--- config.mk ---
export PLATFORM = sky130hd
export DESIGN_NAME = tfm_twin_mult
export DESIGN_NICKNAME = d
export VERILOG_FILES = /design/src/hw/tfm_pkg.sv /design/src/hw/tfm_fp24_add.sv /design/src/hw/tfm_twin_mult.sv
export SDC_FILE = /design/constraint.sdc
export NUM_CORES = 1
export LEC_CHECK = 0
export ABC_CLOCK_PERIOD_IN_PS = 29400
export BUFFER_PORTS_ARGS = -buffer_cell sky130_fd_sc_hd__buf_4
export CORE_ASPECT_RATIO = 1.2
export CORE_MARGIN = 3
export CORE_UTILIZATION = 48
export DETAILED_ROUTE_END_ITERATION = 7
export GPL_TIMING_DRIVEN = 0
export PLACE_DENSITY = 0.67
export SYNTH_ARGS = -nofsm -noshare
export SYNTH_HDL_FRONTEND = slang
export SYNTH_SLANG_ARGS = --single-unit
--- constraint.sdc ---
create_clock -name vclk -period 29.4
set_input_delay 1.47 -clock vclk [all_inputs]
set_output_delay 1.47 -clock vclk [all_outputs]
set_load 0.01 [all_outputs]
--- src/hw/tfm_pkg.sv ---
// ****************************************************************
// Shared constants for the twin multiply-accumulate block
// ****************************************************************
package tfm_pkg;
  // Internal working format: sign, 8-bit exponent, 15-bit fraction
  localparam int FP24_W = 24;
  localparam int FP24_MAN_W = 15;
  localparam logic [7:0] FP24_EXP_MAX = 8'hff;
  localparam logic [9:0] FP24_BIAS = 10'h07f;
  localparam logic [23:0] FP24_QNAN = 24'h7fc000;
  // Short formats: 5-bit exponent variant rebias and limits
  localparam logic [7:0] FP16_REBIAS = 8'h70;
  localparam logic [7:0] FP16_EXP_TOP = 8'h8f;
  localparam logic [4:0] FP16_EXP_MAX = 5'h1f;
  // Error flag positions within the two-bit status
  localparam int ST_OVF = 0;
  localparam int ST_NAN = 1;
  // Word carried down the product pipeline: load, flags, value
  localparam int PW = FP24_W + 3;
  localparam int PW_LD = PW - 1;
  // Structure limits
  localparam int MAX_PIPE = 4;
  localparam int LANES = 2;
  localparam int OPERANDS = 4;
  localparam int NORMAL_IN_BITS = 72;
endpackage : tfm_pkg

--- src/hw/tfm_fp24_add.sv ---
`timescale 1ns/1ps
// ****************************************************************
// Working-format adder, combinational, flush-to-zero, truncating
// ****************************************************************
module tfm_fp24_add
  import tfm_pkg::*;
(
  // Operands
  input wire logic [23:0] a,
  input wire logic [23:0] b,
  // Result and flags
  output logic [23:0] y,
  output logic nan,
  output logic ovf
);
  logic a_big;
  logic [23:0] x;
  logic [23:0] z;
  logic [15:0] mx;
  logic [15:0] mz;
  logic [7:0] d;
  logic [18:0] al;
  logic [19:0] s;
  logic [19:0] sh;
  logic [4:0] lz;
  logic found;
  logic [8:0] en;
  logic x_inf;
  logic z_inf;
  logic x_nan;
  logic z_nan;

  // Larger magnitude first so the difference never goes negative
  assign a_big = a[22:0] >= b[22:0];
  assign x = a_big ? a : b;
  assign z = a_big ? b : a;
  assign mx = (x[22:15] != 8'h00) ? {1'b1, x[14:0]} : 16'h0000;
  assign mz = (z[22:15] != 8'h00) ? {1'b1, z[14:0]} : 16'h0000;
  assign d = x[22:15] - z[22:15];
  assign al = {mz, 3'h0} >> d;
  assign s = (x[23] ^ z[23]) ? {1'b0, mx, 3'h0} - {1'b0, al}
                             : {1'b0, mx, 3'h0} + {1'b0, al};
  assign x_inf = (x[22:15] == FP24_EXP_MAX) && (x[14:0] == 15'h0000);
  assign z_inf = (z[22:15] == FP24_EXP_MAX) && (z[14:0] == 15'h0000);
  assign x_nan = (x[22:15] == FP24_EXP_MAX) && (x[14:0] != 15'h0000);
  assign z_nan = (z[22:15] == FP24_EXP_MAX) && (z[14:0] != 15'h0000);

  // Leading-zero count below the carry bit
  always_comb begin
    lz = 5'h00;
    found = 1'b0;
    for (int i = 18; i >= 0; i--) begin
      if (!found) begin
        if (s[i]) found = 1'b1;
        else lz = lz + 5'h01;
      end
    end
  end

  assign sh = s << lz;
  assign en = {1'b0, x[22:15]} - {4'h0, lz};

  // Specials first, then carry, then normalised or flushed result
  always_comb begin
    y = 24'h000000;
    nan = 1'b0;
    ovf = 1'b0;
    if (x_nan || z_nan || (x_inf && z_inf && (x[23] ^ z[23]))) begin
      y = FP24_QNAN;
      nan = 1'b1;
    end else if (x_inf) begin
      y = x;
    end else if (s[19]) begin
      if (x[22:15] == 8'hfe) begin
        y = {x[23], FP24_EXP_MAX, 15'h0000};
        ovf = 1'b1;
      end else begin
        y = {x[23], x[22:15] + 8'h01, s[18:4]};
      end
    end else if (s != 20'h00000 && {3'h0, lz} < x[22:15]) begin
      y = {x[23], en[7:0], sh[17:3]};
    end
  end
endmodule : tfm_fp24_add

--- src/hw/tfm_twin_mult.sv ---
`timescale 1ns/1ps
// ****************************************************************
// Twin floating-point multiplier with optional accumulators
// ****************************************************************
// How it works
// - Two lanes multiply A*B and C*D side by side, each may accumulate
// - Number width is 16 or 24; 16 may use 5 or 8 exponent bits
// - Exponent width 5 or 8 picks the short format's exponent field
// - Without accumulation each output shows only its own product
// - With accumulation outputs hold running sums; user restarts them
// - Optional input registers capture operands, adding one cycle
// - Zero to four pipeline stages; latency is stages plus input stage
// - Each operand's capture enable works only when input stage exists
// - Input stage reset is synchronous, active low, only if present
// - Pipeline enable gates pipeline and accumulators unless no stages
// - Pipeline reset clears pipeline and accumulators unless no stages
// - First restart loads AB accumulator with its product when summing
// - Second restart loads CD accumulator with its product when summing
// - Restarts travel with their product through the same stages
// - Each result has a two-bit error status
// - Products and sums are formed in the 24-bit working format
// - One clock runs every register in the block
// - 24-bit numbers need 96 input bits, so the wide input mode is used
// - 16-bit numbers need 64 input bits, so normal input mode is used
module tfm_twin_mult
  import tfm_pkg::*;
#(
  parameter int number_width = 16,
  parameter int exponent_width = 5,
  parameter int accumulate = 0,
  parameter int in_reg_enable = 0,
  parameter int pipeline_regs = 0
) (
  // Clock and power-on reset
  input wire logic mclk,
  input wire logic resetn,
  // Operands
  input wire logic [number_width-1:0] operand_a,
  input wire logic [number_width-1:0] operand_b,
  input wire logic [number_width-1:0] operand_c,
  input wire logic [number_width-1:0] operand_d,
  // Input stage control
  input wire logic capture_a_en,
  input wire logic capture_b_en,
  input wire logic capture_c_en,
  input wire logic capture_d_en,
  input wire logic capture_reset_n,
  // Pipeline and accumulator control
  input wire logic pipe_en,
  input wire logic pipe_reset_n,
  input wire logic first_sum_restart,
  input wire logic second_sum_restart,
  // Results
  output logic [number_width-1:0] first_result_out,
  output logic [number_width-1:0] second_result_out,
  output logic [1:0] first_error_flags,
  output logic [1:0] second_error_flags,
  // Multiplier input mode in use
  output logic wide_input_mode
);
  localparam int PIPE_IDX = (pipeline_regs == 0) ? 0 : pipeline_regs - 1;

  // ****************************************************************
  // Format conversion and multiplication
  // ****************************************************************

  // Short formats widen exactly; subnormal inputs flush to zero
  function automatic logic [23:0] widen(
    input logic [number_width-1:0] v
  );
    logic [23:0] xp;
    logic [4:0] e5;
    logic [23:0] r;
    xp = 24'(v);
    e5 = xp[14:10];
    r = 24'h000000;
    if (number_width == 24) begin
      r = xp;
    end else if (exponent_width == 8) begin
      r = {xp[15:0], 8'h00};
    end else if (e5 == 5'h00) begin
      r = {xp[15], 23'h000000};
    end else if (e5 == FP16_EXP_MAX) begin
      r = {xp[15], FP24_EXP_MAX, xp[9:0], 5'h00};
    end else begin
      r = {xp[15], 8'(e5) + FP16_REBIAS, xp[9:0], 5'h00};
    end
    return r;
  endfunction : widen

  // Narrowing truncates; returns {nan, ovf, value padded to 24}
  function automatic logic [25:0] narrow(input logic [23:0] y);
    logic [7:0] e;
    logic nanv;
    logic [25:0] r;
    e = y[22:15];
    nanv = (e == FP24_EXP_MAX) && (y[14:0] != 15'h0000);
    r = {2'h0, y};
    if (number_width == 24) begin
      r = {2'h0, y};
    end else if (exponent_width == 8) begin
      r = {2'h0, 8'h00, y[23:9], y[8] | nanv};
    end else if (e == FP24_EXP_MAX) begin
      r = {2'h0, 8'h00, y[23], FP16_EXP_MAX, y[14:6], y[5] | nanv};
    end else if (e <= FP16_REBIAS) begin
      r = {2'h0, 8'h00, y[23], 15'h0000};
    end else if (e >= FP16_EXP_TOP) begin
      r = {2'h1, 8'h00, y[23], FP16_EXP_MAX, 10'h000};
    end else begin
      r = {2'h0, 8'h00, y[23], 5'(e - FP16_REBIAS), y[14:5]};
    end
    return r;
  endfunction : narrow

  // Working-format product; returns {nan, ovf, value}
  function automatic logic [25:0] mul24(
    input logic [23:0] a,
    input logic [23:0] b
  );
    logic sgn;
    logic ia;
    logic ib;
    logic za;
    logic zb;
    logic na;
    logic nb;
    logic [31:0] p;
    logic [9:0] e;
    logic [25:0] r;
    sgn = a[23] ^ b[23];
    ia = (a[22:15] == FP24_EXP_MAX) && (a[14:0] == 15'h0000);
    ib = (b[22:15] == FP24_EXP_MAX) && (b[14:0] == 15'h0000);
    na = (a[22:15] == FP24_EXP_MAX) && !ia;
    nb = (b[22:15] == FP24_EXP_MAX) && !ib;
    za = a[22:15] == 8'h00;
    zb = b[22:15] == 8'h00;
    p = {1'b1, a[14:0]} * {1'b1, b[14:0]};
    e = {2'h0, a[22:15]} + {2'h0, b[22:15]} - FP24_BIAS + 10'(p[31]);
    r = {2'h0, sgn, 23'h000000};
    if (na || nb || (ia && zb) || (ib && za)) begin
      r = {2'h2, FP24_QNAN};
    end else if (ia || ib) begin
      r = {2'h0, sgn, FP24_EXP_MAX, 15'h0000};
    end else if (za || zb || e[9] || e == 10'h000) begin
      r = {2'h0, sgn, 23'h000000};
    end else if (e >= 10'h0ff) begin
      r = {2'h1, sgn, FP24_EXP_MAX, 15'h0000};
    end else if (p[31]) begin
      r = {2'h0, sgn, e[7:0], p[30:16]};
    end else begin
      r = {2'h0, sgn, e[7:0], p[29:15]};
    end
    return r;
  endfunction : mul24

  // ****************************************************************
  // Input stage
  // ****************************************************************

  logic [number_width-1:0] op_in [OPERANDS];
  logic [number_width-1:0] op_use [OPERANDS];
  logic [OPERANDS-1:0] cap_en;
  logic [LANES-1:0] ld_in;
  logic [LANES-1:0] ld_use;

  assign op_in[0] = operand_a;
  assign op_in[1] = operand_b;
  assign op_in[2] = operand_c;
  assign op_in[3] = operand_d;
  assign cap_en = {capture_d_en, capture_c_en, capture_b_en, capture_a_en};
  assign ld_in = {second_sum_restart, first_sum_restart};

  // Four operands need more than the normal path for 24-bit numbers
  assign wide_input_mode =
    (number_width * OPERANDS) > NORMAL_IN_BITS;

  if (in_reg_enable == 1) begin : g_capture
    logic [number_width-1:0] op_q [OPERANDS];
    logic [LANES-1:0] ld_q;

    // Per-operand enables; restarts ride along so they stay aligned
    always_ff @(posedge mclk or negedge resetn) begin
      if (!resetn) begin
        op_q <= '{default: '0};
        ld_q <= '0;
      end else if (!capture_reset_n) begin
        op_q <= '{default: '0};
        ld_q <= '0;
      end else begin
        for (int i = 0; i < OPERANDS; i++) begin
          if (cap_en[i]) op_q[i] <= op_in[i];
        end
        ld_q <= ld_in;
      end
    end
    assign op_use = op_q;
    assign ld_use = ld_q;

    a_capture_hold: assert property (
      @(posedge mclk) disable iff (!resetn)
      capture_reset_n && !capture_a_en |=> $stable(op_q[0]))
      else $error("operand A register moved without its enable");
    a_capture_clear: assert property (
      @(posedge mclk) disable iff (!resetn)
      !capture_reset_n |=> op_q[1] == '0 && ld_q == '0)
      else $error("input stage reset did not clear operand B");
    a_capture_take: assert property (
      @(posedge mclk) disable iff (!resetn)
      capture_reset_n && capture_c_en |=> op_q[2] == $past(operand_c))
      else $error("operand C not captured on its enable");
  end else begin : g_direct
    // Enables and input reset have nothing to act on here
    assign op_use = op_in;
    assign ld_use = ld_in;
  end

  // ****************************************************************
  // Product lanes: multiply, pipeline, accumulate, narrow
  // ****************************************************************

  logic acc_en;
  logic acc_clr;
  logic [25:0] res [LANES];

  // With no stages the pipeline controls are ignored
  assign acc_en = (pipeline_regs == 0) || pipe_en;
  assign acc_clr = (pipeline_regs != 0) && !pipe_reset_n;

  for (genvar g = 0; g < LANES; g++) begin : lane
    logic [25:0] prod;
    logic [PW-1:0] head;
    logic [PW-1:0] tail;
    logic [PW-1:0] stg [MAX_PIPE];
    logic [23:0] tail_prod;
    logic tail_ld;
    logic [23:0] sum_word;
    logic sum_nan;
    logic sum_ovf;
    logic [23:0] acc_q;
    logic [1:0] acc_flags;
    logic [23:0] next_acc;
    logic [1:0] next_flags;
    logic [23:0] res_word;
    logic [1:0] res_flags;

    // Both operands widened, product formed in the working format
    assign prod = mul24(widen(op_use[2*g]),
                        widen(op_use[2*g+1]));
    assign head = {ld_use[g], prod};

    // Delay line shared by product, flags and restart
    always_ff @(posedge mclk or negedge resetn) begin
      if (!resetn) begin
        stg <= '{default: '0};
      end else if (acc_clr) begin
        stg <= '{default: '0};
      end else if (pipe_en) begin
        stg[0] <= head;
        for (int k = 1; k < MAX_PIPE; k++) stg[k] <= stg[k-1];
      end
    end

    // Tap after the configured number of stages
    assign tail = (pipeline_regs == 0) ? head : stg[PIPE_IDX];
    assign tail_prod = tail[23:0];
    assign tail_ld = tail[PW_LD];

    tfm_fp24_add u_add (
      .a(acc_q),
      .b(tail_prod),
      .y(sum_word),
      .nan(sum_nan),
      .ovf(sum_ovf)
    );

    // Restart discards the old sum; flags stay sticky within a sum
    assign next_acc = tail_ld ? tail_prod : sum_word;
    assign next_flags = tail_ld ? tail[25:24]
                      : acc_flags | tail[25:24] | {sum_nan, sum_ovf};

    always_ff @(posedge mclk or negedge resetn) begin
      if (!resetn) begin
        acc_q <= 24'h000000;
        acc_flags <= 2'h0;
      end else if (accumulate == 1 && acc_clr) begin
        acc_q <= 24'h000000;
        acc_flags <= 2'h0;
      end else if (accumulate == 1 && acc_en) begin
        acc_q <= next_acc;
        acc_flags <= next_flags;
      end
    end

    // Direct product unless accumulating; restart ignored then
    assign res_word = (accumulate == 1) ? next_acc : tail_prod;
    assign res_flags = (accumulate == 1) ? next_flags : tail[25:24];
    assign res[g] = narrow(res_word) | {res_flags, 24'h000000};
  end

  // Flags combine arithmetic and narrowing errors
  assign first_result_out = res[0][number_width-1:0];
  assign second_result_out = res[1][number_width-1:0];
  assign first_error_flags = res[0][25:24];
  assign second_error_flags = res[1][25:24];

  // ****************************************************************
  // Checks
  // ****************************************************************

  a_pipe_stall: assert property (
    @(posedge mclk) disable iff (!resetn)
    pipeline_regs > 0 && pipe_reset_n && !pipe_en
    |=> $stable(lane[0].stg[0]) && $stable(lane[1].stg[MAX_PIPE-1]))
    else $error("pipeline moved while its enable was low");

  a_pipe_clear: assert property (
    @(posedge mclk) disable iff (!resetn)
    pipeline_regs > 0 && !pipe_reset_n
    |=> lane[1].acc_q == 24'h000000 && lane[0].stg[0] == '0)
    else $error("pipeline reset did not clear stages and sums");

  a_first_restart: assert property (
    @(posedge mclk) disable iff (!resetn)
    accumulate == 1 && lane[0].tail_ld && acc_en && !acc_clr
    |=> lane[0].acc_q == $past(lane[0].tail_prod))
    else $error("first restart did not load the AB product");

  a_second_restart: assert property (
    @(posedge mclk) disable iff (!resetn)
    accumulate == 1 && lane[1].tail_ld && acc_en && !acc_clr
    |=> lane[1].acc_q == $past(lane[1].tail_prod))
    else $error("second restart did not load the CD product");

  a_running_sum: assert property (
    @(posedge mclk) disable iff (!resetn)
    accumulate == 1 && !lane[0].tail_ld && acc_en && !acc_clr
    |=> lane[0].acc_q == $past(lane[0].sum_word))
    else $error("AB accumulator did not add its product");

  a_direct_product: assert property (
    @(posedge mclk) disable iff (!resetn)
    accumulate == 0
    |-> first_result_out == number_width'(narrow(lane[0].tail_prod))
        && second_error_flags[ST_NAN] == lane[1].tail[25])
    else $error("direct mode result is not the product");

  a_strobe_delay: assert property (
    @(posedge mclk) disable iff (!resetn)
    pipeline_regs > 0 && pipe_reset_n && pipe_en
    |=> lane[1].stg[0][PW_LD] == $past(ld_use[1])
        && lane[1].stg[0][23:0] == $past(lane[1].prod[23:0]))
    else $error("restart strobe left its product behind");

  a_input_mode: assert property (
    @(posedge mclk) disable iff (!resetn)
    wide_input_mode == (number_width == 24))
    else $error("input mode does not match number width");

endmodule : tfm_twin_mult

==> reports/results.ini <==
[synth]
yosys-top-cells-count=inv_1, ha_1, fa_1
synth_area_sq_um=10690
yosysUniqueCellTypes=75
ys_warn_count=0
syn-num-nets=1776
avgSynthCellArea_sq_um=7.981
yosysMostFrequentCell=inv_1
synth_area_leaders=fa_1, ha_1, inv_1
syn_inst=1339
seq_area_frac_synth_pct=0
yosys.area.top_type=fa_1
netlist.area_leader.share_pct=30.72

[sta]
tns_ns=0
max_slew.worst_pin.slew_ns=0.9756
relSlewSlack_pct=34.11
max_freq_ghz=0.07739
maxSlewViolCount=0
fin_crit_sh_pct=43.95
setup_violations=0
rsz0062_at_grt=no
finalHoldViolCount=0
min_period_ns=12.92

[power_and_ir_drop]
p_clk_share_pct=0
internal_power_w=0.0005377
leakagePower_nw=6.334
peakVddDrop_mv=0.1643
seq_power_share_pct=0
swShare_pct=55.55
combPwrFrac_pct=100.0
power_density_nw_per_um2=102.7
p_switching_w=0.0006720

[finish]
regArea_sq_um=0
syn_to_final_growth_pct=10.23
antennaDiodeCount=0
nets=1878
fin_util_pct=54.09
clkbuf_count=0
instances_no_fill=1713
design.seq.count=0
drive_gt1_share_pct=9.243
nFillCells=2120

[worst_hold_path]
whs_endpoint=first_result_out[15]
hp-start=operand_a[15]
min_path_cells=4
hp-class=input pin to output port

[global_route]
grt.overflow.total=0
antenna_found_initial=0
grt_pass1_vias=9482
grt_start_max_net_pins=11
grt_pass1_wl_microns=44380
grt_use_total_pct=21.98

[floorplanning]
row_count=59
die_h_microns=169.5
die_area_sq_um=24100
initial_core_util_pct=49.07
pin_count=112
die_w_microns=142.2
core_region_area_sq_um=21780

[clock_network]
postCtsSetupRepairBufs=0
post_cts_resized=0
cts_hold_buf=0

[placed_design]
port_buffers=100
gp_congestion=0.9103
dpl.cell_count=1713
dp_hpwl_microns=22990

[critical_path]
endpoint_kind=output port
worst_setup_path_start_kind=input pin
worstPathMaxFanout=10
critPathMaxStageDelay_ns=0.55
required_ns=27.93
crit_top_cell=fa_1
slowest_stage=fa_1
worst_ep_arrival_time_ns=11.45
critPathKind=input pin to output port

[route]
drtPass1Iterations=5
vias=9268
viasPerCell=5.410
drt_iter0_markers=321
antenna_left=0
routedWlPerCell_microns=15.10
routed_wl_microns=25860
drc_errors=0

[job]
drv_cap=0

[status]
outcome=complete, no violations

[cell families (layout without fill, tap and decap cells)]
group	count (synthesis)	after routing	synth area share, %
buffers and inverters	301	401	10.77
and+or+nand+nor	456	456	19.80
other	1	1	0.03509
xor gates and xnor gates	30	30	2.459
muxes	19	19	1.791
adders and majority gates	362	362	53.90
AOI/OAI and AO/OA	170	170	11.24
[worst max path at each step]
| stage | startpoint | endpoint | slack, ns | depth (start not counted) |
|---|---|---|---|---|
| after floorplan | operand_d[12] | second_result_out[1] | 17.95 | 35 |
| after global placement | operand_b[13] | first_result_out[6] | 16.53 | 36 |
| after detailed placement | operand_b[13] | first_result_out[6] | 16.48 | 36 |
| after CTS | operand_b[13] | first_result_out[6] | 16.43 | 36 |
| after global routing | operand_b[13] | first_result_out[6] | 15.71 | 36 |
| final | operand_a[13] | first_result_out[6] | 16.48 | 37 |
[power groups by stage]
stage	combinational, W	sequential (W)	clock, W
4_1_cts	0.00123	0	0
5_1_grt	0.00139	0	0
2_1_floorplan	0.000921	0	0
6_report	0.00121	0	0
3_5_place_dp	0.00122	0	0
3_3_place_gp	0.00119	0	0
[placed cells by master (no fill, tap or decap), types with 7 or more instances in the layout]
master / n
ha_1: 198
clkbuf_1: 33
fa_1: 164
nand2b_1: 9
nand3_1: 30
nor2_1: 138
nand2_1: 146
a21oi_1: 41
a211o_1: 7
inv_1: 256
nor3_1: 28
buf_4: 103
o21ai_0: 27
a31oi_1: 9
and2_1: 26
nor4_1: 14
and3_1: 21
a211oi_1: 11
or3_1: 16
xnor2_1: 24
a21o_1: 11
mux2i_1: 18
or2_2: 7
[routing by layer]
layer | global-route usage [%] | routed length (microns) | part of all wire [%]
met1 | 27.94 | 10670 | 41
met2 | 40.11 | 13250 | 51
met3 | 1.297 | 1022 | 4.0
met4 | 6.344 | 924 | 3.6
met5 | 0 | 0 | 0
[final cells by class]
type | count | area (sq um) | share of cell area [%]
Buffer | 41 | 175.2 | 1.487
Inverter | 260 | 975.9 | 8.285
Multi-Input combinational cell | 1038 | 9535 | 80.95
Tap cell | 274 | 342.8 | 2.910
Timing Repair Buffer | 100 | 750.7 | 6.373
[worst max-delay path: cells and delay by family]
family                     cells  cell delay (ns)
adders and majority gates      9             3.72
xor gates and xnor gates       1             0.10
and+or+nand+nor                9             2.45
muxes                          1             0.43
AOI/OAI and AO/OA              8             1.88
buffers and inverters          9             1.35
[through the flow]
stage          hold slack, ns  power [W]  worst slack (ns)  area [sq um]
6_report                3.273   0.001210             16.48         11780
5_1_grt                 3.291   0.001388             15.71         11780
4_1_cts                 3.277   0.001226             16.43         11780
3_5_place_dp            3.270   0.001215             16.48         11780
3_3_place_gp            3.265   0.001192             16.53         11780
2_1_floorplan           3.089  0.0009212             17.95         10690
No activity file was read; power rests on OpenSTA's default activity.
